--- config.mk ---
export PLATFORM = sky130hd
export DESIGN_NAME = dcp_dma_channel
export DESIGN_NICKNAME = d
export VERILOG_FILES = /design/src/inc/dcp_pkg.sv /design/src/logic/dcp_dma_channel.sv
export SDC_FILE = /design/constraint.sdc
export NUM_CORES = 1
export LEC_CHECK = 0
export BUFFER_PORTS_ARGS = -buffer_cell sky130_fd_sc_hd__buf_2
export CORE_MARGIN = 2
export CORE_UTILIZATION = 54
export DETAILED_ROUTE_END_ITERATION = 10
export PLACE_DENSITY = 0.82
export SLEW_MARGIN = 20
export SYNTH_ARGS = -nofsm -noshare
export SYNTH_HDL_FRONTEND = slang
export SYNTH_SLANG_ARGS = --single-unit
--- constraint.sdc ---
create_clock -name clk_i -period 3.7 [get_ports clk_i]
set_clock_uncertainty 0.2 [all_clocks]
set_input_delay 0.185 -clock clk_i [delete_from_list [all_inputs] [get_ports clk_i]]
set_output_delay 0.185 -clock clk_i [all_outputs]
set_load 0.02 [all_outputs]
--- src/inc/dcp_pkg.sv ---
// Constants and types of the peripheral DMA channel engine
package dcp_pkg;
    localparam logic [11:0] OFS_STATUS = 12'h000;
    localparam logic [11:0] OFS_CONFIG = 12'h004;
    localparam logic [11:0] OFS_CTL_BASE = 12'h008;
    localparam logic [11:0] OFS_ALT_BASE = 12'h00C;
    localparam logic [11:0] OFS_BURST_ONLY_SET = 12'h018;
    localparam logic [11:0] OFS_BURST_ONLY_CLEAR = 12'h01C;
    localparam logic [11:0] OFS_REQUEST_MASK = 12'h020;
    localparam logic [11:0] OFS_REQUEST_UNMASK = 12'h024;
    localparam logic [11:0] OFS_CHANNEL_ENABLE_SET = 12'h028;
    localparam logic [11:0] OFS_CHANNEL_ENABLE_CLEAR = 12'h02C;
    localparam logic [11:0] OFS_PRIMARY_SELECT_SET = 12'h030;
    localparam logic [11:0] OFS_PRIMARY_SELECT_CLEAR = 12'h034;
    localparam logic [11:0] OFS_CHANNEL_PRIORITY_SET = 12'h038;
    localparam logic [11:0] OFS_CHANNEL_PRIORITY_CLEAR = 12'h03C;

    localparam logic [31:0] CTL_BASE_RESET = 32'h0000_0000;
    localparam logic [31:0] CTL_BASE_MASK = 32'hFFFF_FC00;
    localparam logic [31:0] ALT_STRUCT_OFS = 32'h0000_0200;
    localparam int STRUCT_SHIFT = 4;
    localparam logic [31:0] SRC_END_OFS = 32'h0000_0000;
    localparam logic [31:0] DST_END_OFS = 32'h0000_0004;
    localparam logic [31:0] CTL_WORD_OFS = 32'h0000_0008;

    localparam int DEST_ADDR_STEP_LO = 30;
    localparam int DEST_ITEM_WIDTH_LO = 28;
    localparam int SRC_ADDR_STEP_LO = 26;
    localparam int SRC_ITEM_WIDTH_LO = 24;
    localparam int REARB_LO = 14;
    localparam int COUNT_LO = 4;
    localparam int COUNT_HI = 13;
    localparam int NEXT_BURST_ONLY_BIT = 3;
    localparam int MODE_HI = 2;

    localparam logic [1:0] STEP_BYTE = 2'h0;
    localparam logic [1:0] STEP_FIXED = 2'h3;
    localparam logic [1:0] WIDTH_BYTE = 2'h0;
    localparam logic [3:0] REARB_ALL = 4'hA;
    localparam logic [2:0] MODE_STOP = 3'h0;
    localparam logic [2:0] MODE_BASIC = 3'h1;
    localparam logic [2:0] MODE_PING_PONG = 3'h3;

    typedef struct packed {
        logic req;
        logic we;
        logic item;
        logic [31:0] addr;
        logic [31:0] wdata;
    } dcp_mem_req_t;

    typedef enum logic [6:0] {
        ST_IDLE = 7'b0000001,
        ST_RD_SRC = 7'b0000010,
        ST_RD_DST = 7'b0000100,
        ST_RD_CTL = 7'b0001000,
        ST_XF_RD = 7'b0010000,
        ST_XF_WR = 7'b0100000,
        ST_WB_CTL = 7'b1000000
    } dcp_state_t;
endpackage

--- src/logic/dcp_dma_channel.sv ---
// Multi-channel peripheral DMA engine with basic and ping-pong modes
//
// Design decisions made here: the Avalon-MM register port and the address map.
`timescale 1ns/1ps
module dcp_dma_channel
    import dcp_pkg::*;
#(
    parameter int NUM_CH = 32
) (
    input wire logic clk_i,
    input wire logic rst_n_i,
    input wire logic [11:0] avs_address_i,
    input wire logic avs_read_i,
    input wire logic avs_write_i,
    input wire logic [31:0] avs_writedata_i,
    output logic [31:0] avs_readdata_o,
    output logic avs_waitrequest_o,
    output dcp_mem_req_t mem_o,
    input wire logic [31:0] mem_rdata_i,
    input wire logic mem_ack_i,
    input wire logic [NUM_CH-1:0] dma_single_i,
    input wire logic [NUM_CH-1:0] dma_burst_i,
    output logic [NUM_CH-1:0] dma_done_o
);
    localparam int CW = $clog2(NUM_CH);

    function automatic logic [CW:0] pick_ch(input logic [NUM_CH-1:0] v);
        logic [CW:0] r;
        r = '0;
        for (int i = NUM_CH - 1; i >= 0; i--) begin
            if (v[i]) begin
                r = {1'b1, CW'(i)};
            end
        end
        return r;
    endfunction

    // step code 0 moves one byte
    function automatic logic [31:0] item_addr(input logic [31:0] last,
                                              input logic [1:0] step,
                                              input logic [9:0] rem);
        logic [31:0] r;
        r = last;
        if (step != STEP_FIXED) begin
            r = last - (32'(rem) << step);
        end
        return r;
    endfunction

    logic [NUM_CH-1:0] sreq1_q, sreq2_q, breq1_q, breq2_q;
    logic resp_q;
    logic [31:0] rdata_q;
    logic master_en_q;
    logic [31:0] ctl_base_q;
    logic [NUM_CH-1:0] burst_only_q, mask_q, ena_q, alt_q, prio_q;
    dcp_state_t st_q;
    logic [CW-1:0] ch_q;
    logic burst_q, alt_use_q, fin_q;
    logic [31:0] src_end_q, dst_end_q, ctl_q;
    logic [2:0] cur_mode_q;
    logic [9:0] rem_q, grp_q;
    logic [7:0] byte_q;
    logic [NUM_CH-1:0] done_q;

    // Two-flop synchronisers on peripheral request pins
    always_ff @(posedge clk_i or negedge rst_n_i) begin
        if (!rst_n_i) begin
            sreq1_q <= '0;
            sreq2_q <= '0;
            breq1_q <= '0;
            breq2_q <= '0;
        end else begin
            sreq1_q <= dma_single_i;
            sreq2_q <= sreq1_q;
            breq1_q <= dma_burst_i;
            breq2_q <= breq1_q;
        end
    end

    // Avalon slave: one wait cycle, then answer
    logic acc, wr_fire;
    logic [NUM_CH-1:0] wbits;
    assign acc = avs_read_i | avs_write_i;
    assign avs_waitrequest_o = acc & ~resp_q;
    assign wr_fire = avs_write_i & resp_q;
    assign wbits = avs_writedata_i[NUM_CH-1:0];
    assign avs_readdata_o = rdata_q;

    function automatic logic wr_at(input logic [11:0] ofs, input logic f,
                                   input logic [11:0] a);
        return f && (a == ofs);
    endfunction

    always_ff @(posedge clk_i or negedge rst_n_i) begin
        if (!rst_n_i) begin
            resp_q <= 1'b0;
            rdata_q <= 32'h0000_0000;
        end else begin
            resp_q <= acc & ~resp_q;
            if (avs_read_i && !resp_q) begin
                case (avs_address_i)
                    OFS_STATUS: rdata_q <= {30'h0, st_q != ST_IDLE, master_en_q};
                    OFS_CTL_BASE: rdata_q <= ctl_base_q;
                    OFS_ALT_BASE: rdata_q <= ctl_base_q + ALT_STRUCT_OFS;
                    OFS_BURST_ONLY_SET: rdata_q <= 32'(burst_only_q);
                    OFS_REQUEST_MASK: rdata_q <= 32'(mask_q);
                    OFS_CHANNEL_ENABLE_SET: rdata_q <= 32'(ena_q);
                    OFS_PRIMARY_SELECT_SET: rdata_q <= 32'(alt_q);
                    OFS_CHANNEL_PRIORITY_SET: rdata_q <= 32'(prio_q);
                    default: rdata_q <= 32'h0000_0000;
                endcase
            end
        end
    end

    always_ff @(posedge clk_i or negedge rst_n_i) begin
        if (!rst_n_i) begin
            master_en_q <= 1'b0;
            ctl_base_q <= CTL_BASE_RESET;
        end else begin
            if (wr_at(OFS_CONFIG, wr_fire, avs_address_i)) begin
                master_en_q <= avs_writedata_i[0];
            end
            if (wr_at(OFS_CTL_BASE, wr_fire, avs_address_i)) begin
                ctl_base_q <= avs_writedata_i & CTL_BASE_MASK;
            end
        end
    end

    // Engine events that act on channel bits
    logic [NUM_CH-1:0] chbit, hw_clr, hw_tog;
    logic eng_done, bad_mode, ctl_ack;
    assign chbit = NUM_CH'(1) << ch_q;
    assign ctl_ack = (st_q == ST_RD_CTL) && mem_ack_i;
    assign bad_mode = (mem_rdata_i[MODE_HI:0] != MODE_BASIC)
                   && (mem_rdata_i[MODE_HI:0] != MODE_PING_PONG);
    assign eng_done = (st_q == ST_WB_CTL) && mem_ack_i && fin_q;
    // basic done or stopped structure disables
    assign hw_clr = ((eng_done && cur_mode_q == MODE_BASIC) || (ctl_ack && bad_mode))
                  ? chbit : '0;
    assign hw_tog = (eng_done && cur_mode_q == MODE_PING_PONG) ? chbit : '0;

    // bit n of each register acts on channel n
    always_ff @(posedge clk_i or negedge rst_n_i) begin
        if (!rst_n_i) begin
            burst_only_q <= '0;
            mask_q <= '0;
            prio_q <= '0;
        end else begin
            if (wr_at(OFS_BURST_ONLY_SET, wr_fire, avs_address_i)) begin
                burst_only_q <= burst_only_q | wbits;
            end
            if (wr_at(OFS_BURST_ONLY_CLEAR, wr_fire, avs_address_i)) begin
                burst_only_q <= burst_only_q & ~wbits;
            end
            if (wr_at(OFS_REQUEST_MASK, wr_fire, avs_address_i)) begin
                mask_q <= mask_q | wbits;
            end
            if (wr_at(OFS_REQUEST_UNMASK, wr_fire, avs_address_i)) begin
                mask_q <= mask_q & ~wbits;
            end
            if (wr_at(OFS_CHANNEL_PRIORITY_SET, wr_fire, avs_address_i)) begin
                prio_q <= prio_q | wbits;
            end
            if (wr_at(OFS_CHANNEL_PRIORITY_CLEAR, wr_fire, avs_address_i)) begin
                prio_q <= prio_q & ~wbits;
            end
        end
    end

    // Software set wins over a same-cycle hardware clear
    logic [NUM_CH-1:0] ena_set, ena_clr, alt_set, alt_clr;
    assign ena_set = wr_at(OFS_CHANNEL_ENABLE_SET, wr_fire, avs_address_i) ? wbits : '0;
    assign ena_clr = wr_at(OFS_CHANNEL_ENABLE_CLEAR, wr_fire, avs_address_i) ? wbits : '0;
    assign alt_set = wr_at(OFS_PRIMARY_SELECT_SET, wr_fire, avs_address_i) ? wbits : '0;
    assign alt_clr = wr_at(OFS_PRIMARY_SELECT_CLEAR, wr_fire, avs_address_i) ? wbits : '0;

    always_ff @(posedge clk_i or negedge rst_n_i) begin
        if (!rst_n_i) begin
            ena_q <= '0;
            alt_q <= '0;
        end else begin
            ena_q <= (ena_q & ~ena_clr & ~hw_clr) | ena_set;
            alt_q <= ((alt_q ^ hw_tog) & ~alt_clr) | alt_set;
        end
    end

    // Arbitration: high-priority channels first, then lowest number
    logic [NUM_CH-1:0] pend;
    logic [CW:0] pick_hi, pick_all, pick;
    assign pend = master_en_q ? (ena_q & ~mask_q
                & (breq2_q | (sreq2_q & ~burst_only_q))) : '0;
    assign pick_hi = pick_ch(pend & prio_q);
    assign pick_all = pick_ch(pend);
    assign pick = pick_hi[CW] ? pick_hi : pick_all;

    logic [31:0] sbase;
    assign sbase = ctl_base_q + (32'(ch_q) << STRUCT_SHIFT)
                 + (alt_use_q ? ALT_STRUCT_OFS : 32'h0000_0000);

    logic [1:0] src_step, dst_step;
    logic [3:0] rearb;
    assign src_step = ctl_q[SRC_ADDR_STEP_LO+:2];
    assign dst_step = ctl_q[DEST_ADDR_STEP_LO+:2];
    assign rearb = mem_rdata_i[REARB_LO+:4];

    // Memory master request built from engine state
    always_comb begin
        mem_o = '0;
        mem_o.req = (st_q != ST_IDLE);
        case (st_q)
            ST_RD_SRC: mem_o.addr = sbase + SRC_END_OFS;
            ST_RD_DST: mem_o.addr = sbase + DST_END_OFS;
            ST_RD_CTL: mem_o.addr = sbase + CTL_WORD_OFS;
            ST_XF_RD: begin
                mem_o.item = 1'b1;
                // item address from inclusive end pointer
                mem_o.addr = item_addr(src_end_q, src_step, rem_q);
            end
            ST_XF_WR: begin
                mem_o.item = 1'b1;
                mem_o.we = 1'b1;
                mem_o.addr = item_addr(dst_end_q, dst_step, rem_q);
                mem_o.wdata = {24'h00_0000, byte_q};
            end
            ST_WB_CTL: begin
                mem_o.we = 1'b1;
                mem_o.addr = sbase + CTL_WORD_OFS;
                mem_o.wdata = ctl_q;
            end
            default: mem_o.req = 1'b0;
        endcase
    end

    // fetch pointers and control, move, write back
    always_ff @(posedge clk_i or negedge rst_n_i) begin
        if (!rst_n_i) begin
            st_q <= ST_IDLE;
            ch_q <= '0;
            burst_q <= 1'b0;
            alt_use_q <= 1'b0;
            fin_q <= 1'b0;
            src_end_q <= 32'h0000_0000;
            dst_end_q <= 32'h0000_0000;
            ctl_q <= 32'h0000_0000;
            cur_mode_q <= MODE_STOP;
            rem_q <= '0;
            grp_q <= '0;
            byte_q <= '0;
        end else begin
            case (st_q)
                ST_IDLE: begin
                    if (pick[CW]) begin
                        ch_q <= pick[CW-1:0];
                        burst_q <= breq2_q[pick[CW-1:0]];
                        alt_use_q <= alt_q[pick[CW-1:0]];
                        st_q <= ST_RD_SRC;
                    end
                end
                ST_RD_SRC: begin
                    if (mem_ack_i) begin
                        src_end_q <= mem_rdata_i;
                        st_q <= ST_RD_DST;
                    end
                end
                ST_RD_DST: begin
                    if (mem_ack_i) begin
                        dst_end_q <= mem_rdata_i;
                        st_q <= ST_RD_CTL;
                    end
                end
                ST_RD_CTL: begin
                    if (mem_ack_i) begin
                        ctl_q <= mem_rdata_i;
                        cur_mode_q <= mem_rdata_i[MODE_HI:0];
                        // count field is items minus one
                        rem_q <= mem_rdata_i[COUNT_HI:COUNT_LO];
                        // burst moves group, single one item
                        if (!burst_q) begin
                            grp_q <= '0;
                        end else if (rearb >= REARB_ALL) begin
                            grp_q <= 10'h3FF;
                        end else begin
                            grp_q <= (10'h001 << rearb) - 10'h001;
                        end
                        st_q <= bad_mode ? ST_IDLE : ST_XF_RD;
                    end
                end
                ST_XF_RD: begin
                    if (mem_ack_i) begin
                        byte_q <= mem_rdata_i[7:0];
                        st_q <= ST_XF_WR;
                    end
                end
                ST_XF_WR: begin
                    if (mem_ack_i) begin
                        if (rem_q == 10'h000) begin
                            ctl_q[MODE_HI:0] <= MODE_STOP;
                            fin_q <= 1'b1;
                            st_q <= ST_WB_CTL;
                        end else if (grp_q == 10'h000) begin
                            ctl_q[COUNT_HI:COUNT_LO] <= rem_q - 10'h001;
                            rem_q <= rem_q - 10'h001;
                            fin_q <= 1'b0;
                            st_q <= ST_WB_CTL;
                        end else begin
                            rem_q <= rem_q - 10'h001;
                            grp_q <= grp_q - 10'h001;
                            st_q <= ST_XF_RD;
                        end
                    end
                end
                ST_WB_CTL: begin
                    if (mem_ack_i) begin
                        st_q <= ST_IDLE;
                    end
                end
                default: st_q <= ST_IDLE;
            endcase
        end
    end

    // one completion pulse per finished structure
    always_ff @(posedge clk_i or negedge rst_n_i) begin
        if (!rst_n_i) begin
            done_q <= '0;
        end else begin
            done_q <= eng_done ? chbit : '0;
        end
    end
    assign dma_done_o = done_q;
endmodule

==> impl_metrics.tcl <==
set metrics [dict create \
    p_per_area_mw_per_mm2 369 \
    synth_area_per_cell_sq_um 9.85 \
    cts_htree_levels 2 \
    dr_total_vias 25700 \
    die_w_um 225 \
    ys_ff_latch 518 \
    synth_edf_count 0 \
    worstSetupEndpointType "output port" \
    grt_max_degree 115 \
    netlist-cell-type-count 96 \
    cts-root-buf "clkbuf_16" \
    synthCells 2682 \
    fmax_ghz 0.224 \
    setup_slack_ns -0.760 \
    die_area_sq_mm 0.0507 \
    crit_path_end "mem_o[56]" \
    worst_pin_slew_ns 0.988 \
    relSlewSlack_pct 34.1 \
    grt_first_pass_wirelength_um 153000 \
    die_h_um 225 \
    power_leakage_nw 16.2 \
    track_usage_pct 39.9 \
    cap_violations 0 \
    vias_per_cell 6.50 \
    grt-ovfl-total 0 \
    crit_path_start "ctl_q[30]" \
    routed_wl_um 102000 \
    total_power_mw 12.8 \
    hold_violations 4 \
    portBuffers 276 \
    setup_viol 29 \
    post-route-period-util_pct 121 \
    synth_ff_type "dfrtp_1" \
    first_pass_iters 6 \
    cp-start-kind "register" \
    r2r-end "alt_use_q" \
    peakVddDrop_v 0.000373 \
    r2r_start "master_en_q" \
    ys_warn_count 0 \
    numCtsBuffers 55 \
    clk_latency_ns 0.63 \
    placementRows 81 \
    ios 277 \
    cts.clk_slew.worst_paths_ns 0.07 \
    reg2reg_setup_slack_ns -0.04 \
    syn_nets 2858 \
    cts_num_sinks 518 \
    place.gp.congestion 1.04 \
    antenna_found_initial 3 \
    holdWs_ns -0.00652 \
    worstPathMaxFanout 6 \
    outcome "complete, but fails checks" \
    fin_crit_ns 4.46 \
    detail_route.iter0.violations 2830 \
    worstSetupPathType "reg2out" \
    min_path_type "in2reg" \
    drc 0 \
    clk_path_buf_depth 3 \
    ys_seq_area_share_pct 49.1 \
    maxSlewViolCount 0 \
    cts_tree "built" \
    pre_cts_ws_ns -0.329 \
    ant_nets 0 \
    grt_pass1_vias 26100 \
    r2r_cells 12 \
    rsz0062_at_grt "yes" \
    areaGrowthSynthToFinish_pct 31.8 \
    cp.required_ns 3.31 \
    syn_area_sq_mm 0.0264 \
    drive_above_1_share_pct 30.0 \
    failed_checks "hold timing, setup timing" \
    dp_hpwl_um 68000 \
    start_util_pct 54.3 \
    finalNetCount 3460 \
    wire_per_inst_um 25.9 \
    worstPathArrival_ns 4.08 \
    coreArea_sq_mm 0.0486 \
    async_flop_share_pct 100 \
]
-- Yosys cell counts (all sizes together) (5+ instances only) --
cell / instances / area (sq um)
a21boi: 7 / 52.6
or3: 20 / 125
a22oi: 98 / 736
o2111a: 16 / 180
nand3: 60 / 300
xnor2: 70 / 613
and2: 33 / 209
xor2: 24 / 210
nor2: 135 / 512
nand3b: 10 / 75.1
or4: 11 / 82.6
nand2b: 16 / 100
nand4: 10 / 77.6
o211ai: 18 / 135
o21a: 8 / 60.1
a22o: 74 / 648
a32o: 35 / 350
nor3b: 6 / 45.0
a211o: 5 / 43.8
dfrtp: 517 / 12900
o2111ai: 31 / 290
a211oi: 17 / 138
o221ai: 13 / 114
a21o: 8 / 60.1
nor2b: 40 / 250
o21ai: 121 / 651
o22ai: 6 / 37.5
inv: 84 / 315
mux2: 103 / 1160
a21oi: 261 / 1310
ha: 29 / 363
nor4: 22 / 138
a222oi: 11 / 110
mux2i: 32 / 320
mux4: 6 / 135
clkbuf: 167 / 628
and4b: 21 / 214
a311oi: 5 / 43.8
nand2: 340 / 1280
buf: 20 / 138
a31oi: 15 / 93.8
nor3: 77 / 397
and3: 13 / 81.3
or2: 5 / 31.3
-- layout by cell type (no fill, tap or decap), types with 18 or more instances in the layout --
master | synthesis | final
dfrtp_1 | 517 | 514
nand2_1 | 340 | 330
buf_4 | 0 | 304
buf_2 | 5 | 250
a21oi_1 | 260 | 247
dlygate4sd3_1 | 0 | 142
nor2_1 | 133 | 111
mux2_2 | 102 | 100
a22oi_1 | 98 | 93
inv_1 | 84 | 79
o21ai_0 | 103 | 78
a22o_1 | 74 | 74
xnor2_1 | 70 | 66
nor3_1 | 76 | 63
nand3_1 | 60 | 56
clkbuf_16 | 0 | 56
nor2b_1 | 40 | 37
a32o_1 | 35 | 35
and2_1 | 31 | 31
mux2i_1 | 32 | 28
o21ai_2 | 9 | 26
o2111ai_1 | 28 | 26
xor2_1 | 24 | 24
buf_6 | 6 | 24
ha_1 | 29 | 22
and4b_1 | 20 | 20
o211ai_1 | 18 | 18
-- layer usage --
| layer | track usage [%] | vias to the layer above | routed length (um) |
|---|---|---|---|
| li1 | - | 11000 | - |
| met1 | 48.7 | 12500 | 37600 |
| met2 | 64.0 | 1694 | 47300 |
| met3 | 9.39 | 495 | 10200 |
| met4 | 24.8 | 4 | 7230 |
| met5 | 0 | - | 31 |
-- cell families (layout without fill, tap and decap cells) --
family / Yosys count / after routing / synth area share (%)
xor+xnor: 94 / 94 / 3.12
buf+inv: 271 / 920 / 4.09
compound gates: 792 / 792 / 20.7
flops: 518 / 518 / 49.1
other cells: 0 / 1 / 0
fa+ha+maj: 31 / 31 / 1.52
mux: 141 / 141 / 6.11
simple gates: 835 / 835 / 15.4
-- worst min path at each step --
stage,from,to,slack [ns],depth (start not counted)
2_1_floorplan,rst_n_i,asynchronous set/reset pin,-0.31,0
3_5_place_dp,rst_n_i,avs_readdata_o[12],0.02,1
5_1_grt,dma_single_i[2],sreq1_q[2],0.01,2
4_1_cts,dma_single_i[11],sreq1_q[11],0.0001,2
3_3_place_gp,rst_n_i,avs_readdata_o[12],0.01,1
6_report,dma_burst_i[24],breq1_q[24],-0.007,2
-- worst max-delay path, cell delays in order (launching register included) --
cell and delay, ns:
dfrtp_2 0.44, buf_6 0.15, mux4_2 0.48, inv_1 0.07
ha_1 0.23, or2_2 0.31, a21oi_4 0.22, a211oi_4 0.08
o21bai_1 0.16, a21o_1 0.17, nand3_2 0.13, or4_4 0.51
xor2_1 0.16, o221ai_2 0.19, buf_6 0.16
-- what timing repair did --
item | in CTS | in global routing
buffers inserted | 25 | 15
hold buffers | 143 | 0
endpoints found under the setup margin | 35 | 56
pin swaps | 60 | 41
hold endpoints to repair | 780 | 0
gates resized for setup | 172 | 70
-- power breakdown --
| part | switching, mW | internal, mW |
|---|---|---|
| sequential | 0.102 | 5.77 |
| clock | 2.49 | 3.48 |
| combinational | 0.563 | 0.432 |
-- area by class of cell --
| type | count | area (sq um) |
|---|---|---|
| fillers | 3467 | 13800 |
| clock inverters | 35 | 437 |
| inverters | 84 | 318 |
| flip-flops and latches | 518 | 13000 |
| diodes | 1 | 2.50 |
| well taps | 622 | 778 |
| clock buffers | 69 | 1510 |
| repair buffers | 732 | 5470 |
| multi-input cells | 1893 | 13300 |
-- through the flow --
step	cells	utilization (%)	area, sq um	setup TNS (ns)
2_1_floorplan	2682	-	26500	-0.0257
3_3_place_gp	3668	62.0	30200	-3.83
3_5_place_dp	3668	62.0	30200	-4.21
4_1_cts	3940	70.8	34400	-13.08
5_1_grt	3953	71.6	34800	-18.02
6_report	3954	71.6	34800	-13.74
(Power assumes the default switching activity.)
